$ cat src/hw/irq_ctrl_consts.svh
// Constants of the two level interrupt controller.
// Assumes inclusion by the controller and by the test bench only.
`ifndef IRQ_CTRL_CONSTS_SVH
`define IRQ_CTRL_CONSTS_SVH
// Register indices; byte address is four times the index
`define IC_PRIO_IDX 14'h0EB5
`define IC_ENAB_IDX 14'h0EBD
`define IC_FLAG_IDX 14'h0EC5
`define IC_CTRL_IDX 14'h0FF2
`define IC_BANK_REGS 14'h0008
// Control register fields
`define IC_GH_BIT 7
`define IC_PL_BIT 6
`define IC_PM_BIT 5
`define IC_CTRL_MASK 8'hE7
`define IC_CTRL_RST 8'h07
// Vectors
`define IC_VEC_HIGH 21'h000008
`define IC_VEC_LOW 21'h000018
// Instruction strobes from visible request to dispatch
`define IC_LAT_STROBES 2'h3
// Bus responses
`define IC_RESP_OKAY 2'h0
`define IC_RESP_SLVERR 2'h2
`endif

$ cat src/hw/irq_ctrl_pkg.sv
// Types of the two level interrupt controller.
// Assumes a 16-bit AXI4-Lite byte address and 32-bit data.
package irq_ctrl_pkg;
  localparam int NREGS = 8;
  localparam int NSRC  = 8 * NREGS;

  typedef struct packed {
    logic        gh;
    logic        pl;
    logic        pm;
    logic [1:0]  rsvd;
    logic [2:0]  edge_sel;
  } ctrl_t;

  typedef enum logic [3:0] {
    SVC_NONE = 4'h1,
    SVC_LOW  = 4'h2,
    SVC_HIGH = 4'h4,
    SVC_NEST = 4'h8
  } svc_t;

  typedef struct packed {
    logic [15:0] awaddr;
    logic        awvalid;
    logic [31:0] wdata;
    logic [3:0]  wstrb;
    logic        wvalid;
    logic        bready;
    logic [15:0] araddr;
    logic        arvalid;
    logic        rready;
  } axi_req_t;

  typedef struct packed {
    logic        awready;
    logic        wready;
    logic [1:0]  bresp;
    logic        bvalid;
    logic        arready;
    logic [31:0] rdata;
    logic [1:0]  rresp;
    logic        rvalid;
  } axi_rsp_t;

  typedef struct packed {
    logic       hit;
    logic [1:0] kind;
    logic [2:0] sel;
  } dec_t;

  typedef struct packed {
    logic [NSRC-1:0] flags;
    logic [NSRC-1:0] enab;
    logic [NSRC-1:0] prio;
    ctrl_t           ctrl;
    svc_t            svc;
    logic [1:0]      lat;
    logic [2:0]      pin_q;
    logic            aw_full;
    logic [13:0]     aw_idx;
    logic            w_full;
    logic [7:0]      w_byte;
    logic            w_lane;
    axi_rsp_t        rsp;
    logic            pc_load;
    logic            push;
    logic [20:0]     vector;
  } state_t;
endpackage : irq_ctrl_pkg

$ cat src/hw/irq_ctrl.sv
// Two level priority interrupt controller with AXI4-Lite registers.
// Assumes core strobes one pulse per instruction cycle and a
// one-cycle pulse when it executes the return from interrupt.
// Function
// High vector 0008h, low vector 0018h
// High request pre-empts running low service
// Per source flag, enable, priority bits
// Compatibility mode ignores priority bits
// Compat: peripherals need both global enables
// Compat: global enable gates everything
// Compat: every interrupt uses vector 0008h
// Priority: global high enables high sources
// Priority: global high clear blocks all
// Priority: low needs both global enables
// Entry clears enable of serviced level
// Low held off during high service
// Entry pushes return, loads vector
// Software clears flags before re-enabling
// Return restores serviced level enable
// Pin event latency three to four cycles
// Flags set regardless of enables
// Eight flag, enable, priority registers
// Control register read and write
// No memory move on enabled controls
// External pins edge triggered, selectable
// High wins over simultaneous low
`include "irq_ctrl_consts.svh"
`timescale 1ns/1ns
`default_nettype none
module irq_ctrl (
  // Clock, reset, enable
  input  wire logic                  clock_i,
  input  wire logic                  rst_n_i,
  input  wire logic                  ce_i,
  // Register bus
  input  wire irq_ctrl_pkg::axi_req_t axi_req_i,
  output var  irq_ctrl_pkg::axi_rsp_t axi_rsp_o,
  // Sources
  input  wire logic [2:0]            ext_pin_i,
  input  wire logic [63:0]           event_i,
  // Core side
  input  wire logic                  instr_strobe_i,
  input  wire logic                  ret_instr_i,
  output logic                       pc_load_o,
  output logic                       push_stack_o,
  output logic [20:0]                vector_o
);
  import irq_ctrl_pkg::*;

  state_t st;
  state_t next_st;

  function automatic state_t reset_state();
    state_t r;
    r             = '0;
    r.ctrl        = ctrl_t'(`IC_CTRL_RST);
    r.svc         = SVC_NONE;
    r.rsp.awready = 1'b1;
    r.rsp.wready  = 1'b1;
    r.rsp.arready = 1'b1;
    return r;
  endfunction : reset_state

  function automatic dec_t decode(input logic [13:0] idx);
    dec_t        d;
    logic [13:0] dp;
    logic [13:0] de;
    logic [13:0] df;
    d  = '0;
    dp = idx - `IC_PRIO_IDX;
    de = idx - `IC_ENAB_IDX;
    df = idx - `IC_FLAG_IDX;
    // eight registers per bank
    if (dp < `IC_BANK_REGS)
    begin
      d = '{1'b1, 2'd0, dp[2:0]};
    end
    else if (de < `IC_BANK_REGS)
    begin
      d = '{1'b1, 2'd1, de[2:0]};
    end
    else if (df < `IC_BANK_REGS)
    begin
      d = '{1'b1, 2'd2, df[2:0]};
    end
    else if (idx == `IC_CTRL_IDX)
    begin
      d = '{1'b1, 2'd3, 3'd0};
    end
    return d;
  endfunction : decode

  function automatic logic [7:0] rd_byte(input state_t s,
                                         input dec_t d);
    logic [7:0] v;
    v = 8'h00;
    case (d.kind)
      2'd0: v = s.prio[{d.sel, 3'b000} +: 8];
      2'd1: v = s.enab[{d.sel, 3'b000} +: 8];
      2'd2: v = s.flags[{d.sel, 3'b000} +: 8];
      default: v = s.ctrl & `IC_CTRL_MASK;
    endcase
    return v;
  endfunction : rd_byte

  // Combinational helpers
  logic [2:0]      rise;
  logic [2:0]      fall;
  logic [2:0]      pin_ev;
  logic [NSRC-1:0] act;
  logic            hi_req;
  logic            lo_req;
  logic            in_high;
  logic            fire;
  dec_t            wdec;
  dec_t            rdec;

  always_comb
  begin
    next_st         = st;
    next_st.pc_load = 1'b0;
    next_st.push    = 1'b0;
    wdec            = decode(st.aw_idx);
    rdec            = decode(axi_req_i.araddr[15:2]);

    // edge select per pin
    rise           = ext_pin_i & ~st.pin_q;
    fall           = ~ext_pin_i & st.pin_q;
    pin_ev         = (st.ctrl.edge_sel & rise) |
                     (~st.ctrl.edge_sel & fall);
    next_st.pin_q  = ext_pin_i;

    // Write address and data taken independently
    if (axi_req_i.awvalid && st.rsp.awready)
    begin
      next_st.aw_full = 1'b1;
      next_st.aw_idx  = axi_req_i.awaddr[15:2];
    end
    if (axi_req_i.wvalid && st.rsp.wready)
    begin
      next_st.w_full = 1'b1;
      next_st.w_byte = axi_req_i.wdata[7:0];
      next_st.w_lane = axi_req_i.wstrb[0];
    end
    if (st.rsp.bvalid && axi_req_i.bready)
    begin
      next_st.rsp.bvalid = 1'b0;
    end
    if (st.aw_full && st.w_full && !st.rsp.bvalid)
    begin
      next_st.aw_full    = 1'b0;
      next_st.w_full     = 1'b0;
      next_st.rsp.bvalid = 1'b1;
      next_st.rsp.bresp  = wdec.hit ? `IC_RESP_OKAY
                                    : `IC_RESP_SLVERR;
      // Only byte lane 0 holds register bits
      if (wdec.hit && st.w_lane)
      begin
        case (wdec.kind)
          // priority select bits
          2'd0: next_st.prio[{wdec.sel, 3'b000} +: 8] = st.w_byte;
          // enable bits
          2'd1: next_st.enab[{wdec.sel, 3'b000} +: 8] = st.w_byte;
          // software clears flag bits here
          2'd2: next_st.flags[{wdec.sel, 3'b000} +: 8] = st.w_byte;
          // control register write
          default: next_st.ctrl = ctrl_t'(st.w_byte & `IC_CTRL_MASK);
        endcase
      end
    end
    next_st.rsp.awready = !next_st.aw_full;
    next_st.rsp.wready  = !next_st.w_full;

    // Read channel, one outstanding read
    if (st.rsp.rvalid && axi_req_i.rready)
    begin
      next_st.rsp.rvalid  = 1'b0;
      next_st.rsp.arready = 1'b1;
    end
    if (axi_req_i.arvalid && st.rsp.arready)
    begin
      next_st.rsp.arready = 1'b0;
      next_st.rsp.rvalid  = 1'b1;
      next_st.rsp.rdata   = {24'h000000, rdec.hit ? rd_byte(st, rdec)
                                                  : 8'h00};
      next_st.rsp.rresp   = rdec.hit ? `IC_RESP_OKAY
                                     : `IC_RESP_SLVERR;
    end

    // set wins over software clear
    next_st.flags = next_st.flags | event_i | {61'h0, pin_ev};

    // Request qualification from registered state
    act     = st.flags & st.enab;
    in_high = (st.svc == SVC_HIGH) || (st.svc == SVC_NEST);
    if (!st.ctrl.pm)
    begin
      // compatibility gating
      hi_req = st.ctrl.gh &&
               ((|act[7:0]) || (st.ctrl.pl && (|act[NSRC-1:8])));
      lo_req = 1'b0;
    end
    else
    begin
      // high level gating
      hi_req = st.ctrl.gh && (|(act & st.prio));
      // low needs both, not during high
      lo_req = st.ctrl.gh && st.ctrl.pl && !in_high &&
               (|(act & ~st.prio));
    end

    // Return from interrupt, before any new entry
    if (ret_instr_i)
    begin
      // restore serviced level enable
      case (st.svc)
        SVC_HIGH:
        begin
          next_st.ctrl.gh = 1'b1;
          next_st.svc     = SVC_NONE;
        end
        SVC_NEST:
        begin
          next_st.ctrl.gh = 1'b1;
          next_st.svc     = SVC_LOW;
        end
        SVC_LOW:
        begin
          next_st.ctrl.pl = 1'b1;
          next_st.svc     = SVC_NONE;
        end
        default: next_st.ctrl.gh = 1'b1;
      endcase
    end

    // count whole instruction cycles only
    fire = 1'b0;
    if (!(hi_req || lo_req))
    begin
      next_st.lat = 2'h0;
    end
    else if (instr_strobe_i)
    begin
      if (st.lat == `IC_LAT_STROBES - 2'h1)
      begin
        fire        = 1'b1;
        next_st.lat = 2'h0;
      end
      else
      begin
        next_st.lat = st.lat + 2'h1;
      end
    end

    if (fire)
    begin
      // push return address and load vector
      next_st.pc_load = 1'b1;
      next_st.push    = 1'b1;
      // high accepted before low
      if (hi_req)
      begin
        // high or compatibility vector
        next_st.vector  = `IC_VEC_HIGH;
        // clear high level enable
        next_st.ctrl.gh = 1'b0;
        // high nests over low service
        next_st.svc = (next_st.svc == SVC_LOW) ? SVC_NEST
                                               : SVC_HIGH;
      end
      else
      begin
        // low vector
        next_st.vector  = `IC_VEC_LOW;
        // clear low level enable
        next_st.ctrl.pl = 1'b0;
        next_st.svc     = SVC_LOW;
      end
    end
  end

  // Whole controller frozen while clock enable is low, except that reset still loads
  always_ff @(posedge clock_i)
  begin
    if (!rst_n_i)
    begin
      st <= reset_state();
    end
    else if (ce_i)
    begin
      st <= next_st;
    end
  end

  assign axi_rsp_o    = st.rsp;
  assign pc_load_o    = st.pc_load;
  assign push_stack_o = st.push;
  assign vector_o     = st.vector;
endmodule : irq_ctrl
`default_nettype wire

$ cat config.mk
export PLATFORM = sky130hd
export DESIGN_NAME = irq_ctrl
export DESIGN_NICKNAME = d
export VERILOG_FILES = /design/src/hw/irq_ctrl_pkg.sv /design/src/hw/irq_ctrl.sv
export VERILOG_INCLUDE_DIRS = /design/src /design/src/hw
export SDC_FILE = /design/constraint.sdc
export NUM_CORES = 1
export LEC_CHECK = 0
export BUFFER_PORTS_ARGS = -buffer_cell sky130_fd_sc_hd__clkbuf_2
export CAP_MARGIN = 5
export CORE_MARGIN = 1
export CORE_UTILIZATION = 53
export CTS_CLUSTER_SIZE = 8
export DETAILED_ROUTE_END_ITERATION = 10
export PLACE_DENSITY_LB_ADDON = 0.25
export SLEW_MARGIN = 20
export SYNTH_ARGS = -nofsm -noshare
export SYNTH_HDL_FRONTEND = slang
export SYNTH_SLANG_ARGS = --single-unit
$ cat constraint.sdc
create_clock -name clock_i -period 5 [get_ports clock_i]
set_input_delay 1 -clock clock_i [delete_from_list [all_inputs] [get_ports clock_i]]
set_output_delay 1 -clock clock_i [all_outputs]
set_load 0.02 [all_outputs]
### Word level (Yosys, flattened, before mapping)

Cells that the tools add are included.

* bits in registers: 272
* bits in latches: 0
* RAM bits: 0
* bits in read-only memories: 0
* bits of input ports: 145
* output and inout bits: 64
* word-level logic and storage cells: 165
* memories kept: 0

* add/sub/neg operators: 8
* multipliers: 0
* divide/modulo/power cells: 0
* $lt $le $gt $ge: 6
* equality and inequality tests: 12
* shifts and indexed selects: 5
* mux-type cells: 51
* bitwise operators: 15
* reduce and logical (&&, ||, !) cells: 42

Operators with widths (count)
* 2-to-1 mux 200 bit: 2
* AND 64 bit: 3
* bitwise mux 64 bit: 3
* 2-to-1 mux 64 bit: 3
* variable part select 64 x 7 -> 8 bit: 3
* OR reduction 64 bit: 2
* less-than comparator 14 x 4 -> 1 bit (second input constant): 6
* subtractor 14 x 12 -> 14 bit (second input constant): 6
* NOT 64 bit: 1
* OR 64 x 3 -> 64 bit: 1
* OR 64 bit: 1
* variable shift 8 x 8 -> 64 bit (first input constant): 1
* variable part select 8 x 8 -> 64 bit: 1
* OR reduction 56 bit: 1
* 2-to-1 mux 6 bit: 8
* 2-to-1 mux 36 bit: 1
* == test 14 x 12 -> 1 bit (second input constant): 2
* case mux 8 bit (3 select lines): 1
* 2-to-1 mux 23 bit: 1
* 2-to-1 mux 4 bit: 4
* 2-to-1 mux 8 bit: 2
* AND reduction 2 bit: 8
* 2-to-1 mux 1 bit: 15
* 2-to-1 mux 15 bit: 1
* 25 further kinds: 62

### Depth between registers and ports, before layout

* depth in word-level cells: 15
* depth in mapped cells: 24
* gate-level depth less buffers: 19

### Worst setup path before layout

Ideal clock, no wire load.

* kind: input-to-reg
* start: input port axi_req_i[4] (netlist bit)
* end: register st (netlist bit axi_rsp_o[7])
* library setup time: 69 ps
* arrival: 5043 ps
* data required time: 4931 ps
* setup slack: -112 ps
* stages on the path: 23
* path buffers: 7
* cells stage by stage: buf_2 > inv_1 > clkbuf_1 > ha_1 > buf_2 > nand2b_1 > a22oi_1 > a2111oi_0 > nor3b_1 > and3_1 > clkbuf_1 > nor2_1 > inv_1 > ha_1 > clkbuf_1 > buf_1 > clkbuf_1 > a22oi_1 > o211ai_1 > o21ai_0 > nand3_1 > o211ai_1 > o21ai_1

* cells in the longest elaborated chain, start to end: 8
* elaborated cells on any way between the ends: 19
* classes of those cells: add/sub (3); order compare (3); eq/ne (3); shift (3); mux (6); reduce/logical (1)

RTL lines
* start: declaration: RTL line irq_ctrl.sv:36 `input wire irq_ctrl_pkg::axi_req_t axi_req_i,`
* subtractor 14 x 12 -> 14 bit (no line) or == test 14 x 12 -> 1 bit (tied branches)
* less-than comparator 14 x 4 -> 1 bit (no line) or 2-to-1 mux 6 bit (tied branches)
* 2-to-1 mux 6 bit: RTL line irq_ctrl.sv:82 `` else if (df < `IC_BANK_REGS) ``
* 2-to-1 mux 6 bit: RTL line irq_ctrl.sv:78 `` else if (de < `IC_BANK_REGS) ``
* 2-to-1 mux 6 bit (*): RTL line irq_ctrl.sv:74 `` if (dp < `IC_BANK_REGS) ``
* variable part select 64 x 7 -> 8 bit (tied with other cells): RTL line irq_ctrl.sv:100 `2'd2: v = s.flags[{d.sel, 3'b000} +: 8];`
* case mux 8 bit (3 select lines): RTL line irq_ctrl.sv:97 `case (d.kind)`
* 2-to-1 mux 8 bit (*): RTL line irq_ctrl.sv:184 `next_st.rsp.rdata = {24'h000000, rdec.hit ? rd_byte(st, rdec)`
* end signal: assignment: RTL line irq_ctrl.sv:287 `st <= reset_state();`
* end signal: assignment: RTL line irq_ctrl.sv:291 `st <= next_st;`
* end: declaration: RTL line irq_ctrl.sv:50 `state_t st;`

Every way passes the cells marked *; elsewhere a longest branch is shown, timed or not.
A chain may end at the register's enable or synchronous reset.

==> impl_metrics.ini <==
[drt]
drc_errors = 0
totalWireLength_um = 65100
drt_iter0_drc = 2200
vias_per_cell = 6.85
routed-via-count = 16900
detail-route-antenna-nets = 0
wire_per_inst_um = 26.3
firstDrtPassIters = 6

[layout]
stdcell_area_um2 = 16900
regArea_um2 = 5000
fin_nets = 2247
final_util_pct = 60.7
drive_gt1_share_pct = 14.1
syn2layout_area_growth_pct = 11.8
fill_cells = 2533
multi_input_area_um2 = 9070

[worst_setup_path]
cp_max_fo = 8
path_cells = inv_1, ha_1, nand2b_1, nand3_1, mux2_2, o32ai_4, nand4_1, o211a_1, or2_2, ha_1, ha_1, buf_4, nor2_1, nand3_2, or3_1, or2_2, o21ai_0
r2r_cells = 17
regToRegStartpoint = st[74]
critical_path.most_common_cell = ha_1
end_kind = register
required_ps = 5460
ff2ff_setup_slack_ps = 280
path_class = reg -> reg
arrival_ps = 5180
start_kind = register
critPathMaxStageDelay_ps = 430
slowest_stage = or3_1

[global_routing]
track_usage_pct = 43.8
grt_max_degree = 84
grt_overflow_total = 0
grt_pass1_wl_um = 94600
grt_pass1_vias = 15100
antenna_found_initial = 1

[logic_synthesis]
postSynthAreaPerCell_um2 = 7.49
synth_area_um2 = 15200
synth_warnings = 0
yosysMostFrequentCell = nand2_1
seq_area_frac_synth_pct = 33.0
synth-main-ff-cell = dfxtp_1
syn_inst = 2023
synth_top_area_cell = dfxtp_1
synth-async-reset-ratio_pct = 0
synth_top_area_share_pct = 33.0
ys_top_cells_by_area = dfxtp_1 33%, nand2_1 8.6%, nand3_1 5.8%, a21oi_1 5.1%, buf_4 3.4%
synthTopCellsByCount = 346 x nand2_1, 250 x dfxtp_1, 176 x nand3_1, 155 x a21oi_1, 107 x clkbuf_1
synth.distinct_cells = 89
synth_seq_cells = 250
synth_edf_count = 0

[clocking]
ctsHtreeMaxLevel = 2
postCtsHoldBufs = 0
tritoncts = built
clk_latency_ps = 540
clk_pin_slew_worst_paths_ps = 50
clock_tree.root_cell = clkbuf_16
cts_num_sinks = 250
numCtsBuffers = 37
ctsLongestPathBuffers = 3

[power]
clockPowerShare_pct = 47.5
switching_share_pct = 26.0
comb_power_share_pct = 8.5
switchingPower_mw = 1.27
pwr-share-seq_pct = 44.0
power_per_cell_area_nw_per_um2 = 287
power_leakage_nw = 6.42
p_int_mw = 3.60
ir_drop_mv = 0.419

[min_path]
worstHoldStart = axi_rsp_o[38]
hold_path_class = reg -> reg
hold_end = axi_rsp_o[38]
hold_path_depth = 2

[placed_design]
post_dp_cell_area_um2 = 15900
preCtsSetupSlack_ps = 89.3
hpwl_um = 50600
gp_congestion = 1.09
io_buffers = 132

[timing]
drv_slew = 0
timing.fmax_mhz = 212
worstMarginPinSlew_ps = 1140
slew_headroom_pct = 23.5
fin_tns_setup_ps = 0
fin_skew_ps = 28.0
fin_ws_ps = 279
setup_viol = 0
finalCritPeriodShare_pct = 94.4
finalHoldViolations = 0
rsz0062_at_grt = false
period_needed_ps = 4720

[outcome]
status = finished clean

[floorplan]
boundaryPins = 209
coreArea_um2 = 27900
die_area_um2 = 29300
die_h_um = 171
die_x_um = 171
rows = 61
initial_core_util_pct = 54.3

[run]
cap_viol_max_count = 0
[stage by stage]
| step | power, mW | cells | hold WS (ps) |
|---|---|---|---|
| 2_1_floorplan | 2.43 | 2067 | 432 |
| 5_1_grt | 4.98 | 2472 | 491 |
| 6_report | 4.86 | 2473 | 475 |
| 3_5_place_dp | 2.57 | 2427 | 464 |
| 3_3_place_gp | 2.56 | 2427 | 447 |
| 4_1_cts | 4.84 | 2469 | 478 |
[layout by cell type (no fill, tap or decap), types with 23 or more instances in the layout]
cell type  synthesis  routed
and3_1            23      23
nor2_1            78      78
conb_1             1      45
nand4_1           48      48
nand2_1          346     346
a22o_1            23      23
buf_4             69      64
a21oi_1          155     155
a211oi_1          24      24
clkbuf_2           0     130
dfxtp_1          250     250
inv_1             40      39
nor3_1            87      87
o22ai_1           49      49
o211ai_1          25      25
clkbuf_16          0      38
a221oi_1          29      29
nand3_1          176     175
o21ai_0           92      92
[what timing repair did]
action | CTS | global route
buffers inserted | 0 | 2
setup endpoints to repair | 0 | 44
gates resized for setup | 0 | 5
[routing by layer]
metal  track usage, %  vias to the layer above  wire length, um
li1                 -                     7475                -
met1             57.5                     8035            25200
met2             68.8                     1213            28600
met3             8.74                      218             7720
met4             20.5                        0             3550
met5                0                        -                0
[power groups by stage]
stage,logic (mW),clock network [mW],registers [mW]
after floorplan,0.307,0,2.12
after global placement,0.388,0,2.17
after detailed placement,0.400,0,2.17
after CTS,0.402,2.31,2.13
after global routing,0.447,2.39,2.14
final,0.414,2.31,2.14
[critical path, delay by kind of cell, from the launching register on]
kind,cells,cell delay [ps]
and+or+nand+nor,8,2010
AOI/OAI and AO/OA,3,830
muxes,1,300
adders and majority gates,3,810
DFF,1,380
buffers and inverters,2,310
[worst max path at each step]
stage / endpoint / startpoint / slack [ps]
finish: register / st[74] / 280
detailed placement: st[241] / st[74] / 90
global placement: st[295] / st[74] / 210
floorplan: axi_rsp_o[7] / axi_req_i[4] / 50
CTS: st[241] / st[74] / 70
global route: st[241] / st[74] / 70
[layout make-up]
cell class	instances	area share (%)
multi-input combinational	1562	53.5
clock buffer	39	5.69
timing repair buffer	198	7.15
antenna	2	0.0295
sequential	250	29.5
clock inverter	3	0.406
tap	378	2.79
inverter	41	0.915
[cells by family after synthesis]
family	Yosys count	synth area share [%]
xor gates and xnor gates	16	0.924
adders and majority gates	12	0.990
buffers and inverters	255	8.55
other	1	0.0247
and+or+nand+nor	899	29.1
DFF	250	33.0
AOI/OAI and AO/OA	552	24.2
muxes	38	3.11
No activity file was read; power rests on OpenSTA's default activity.
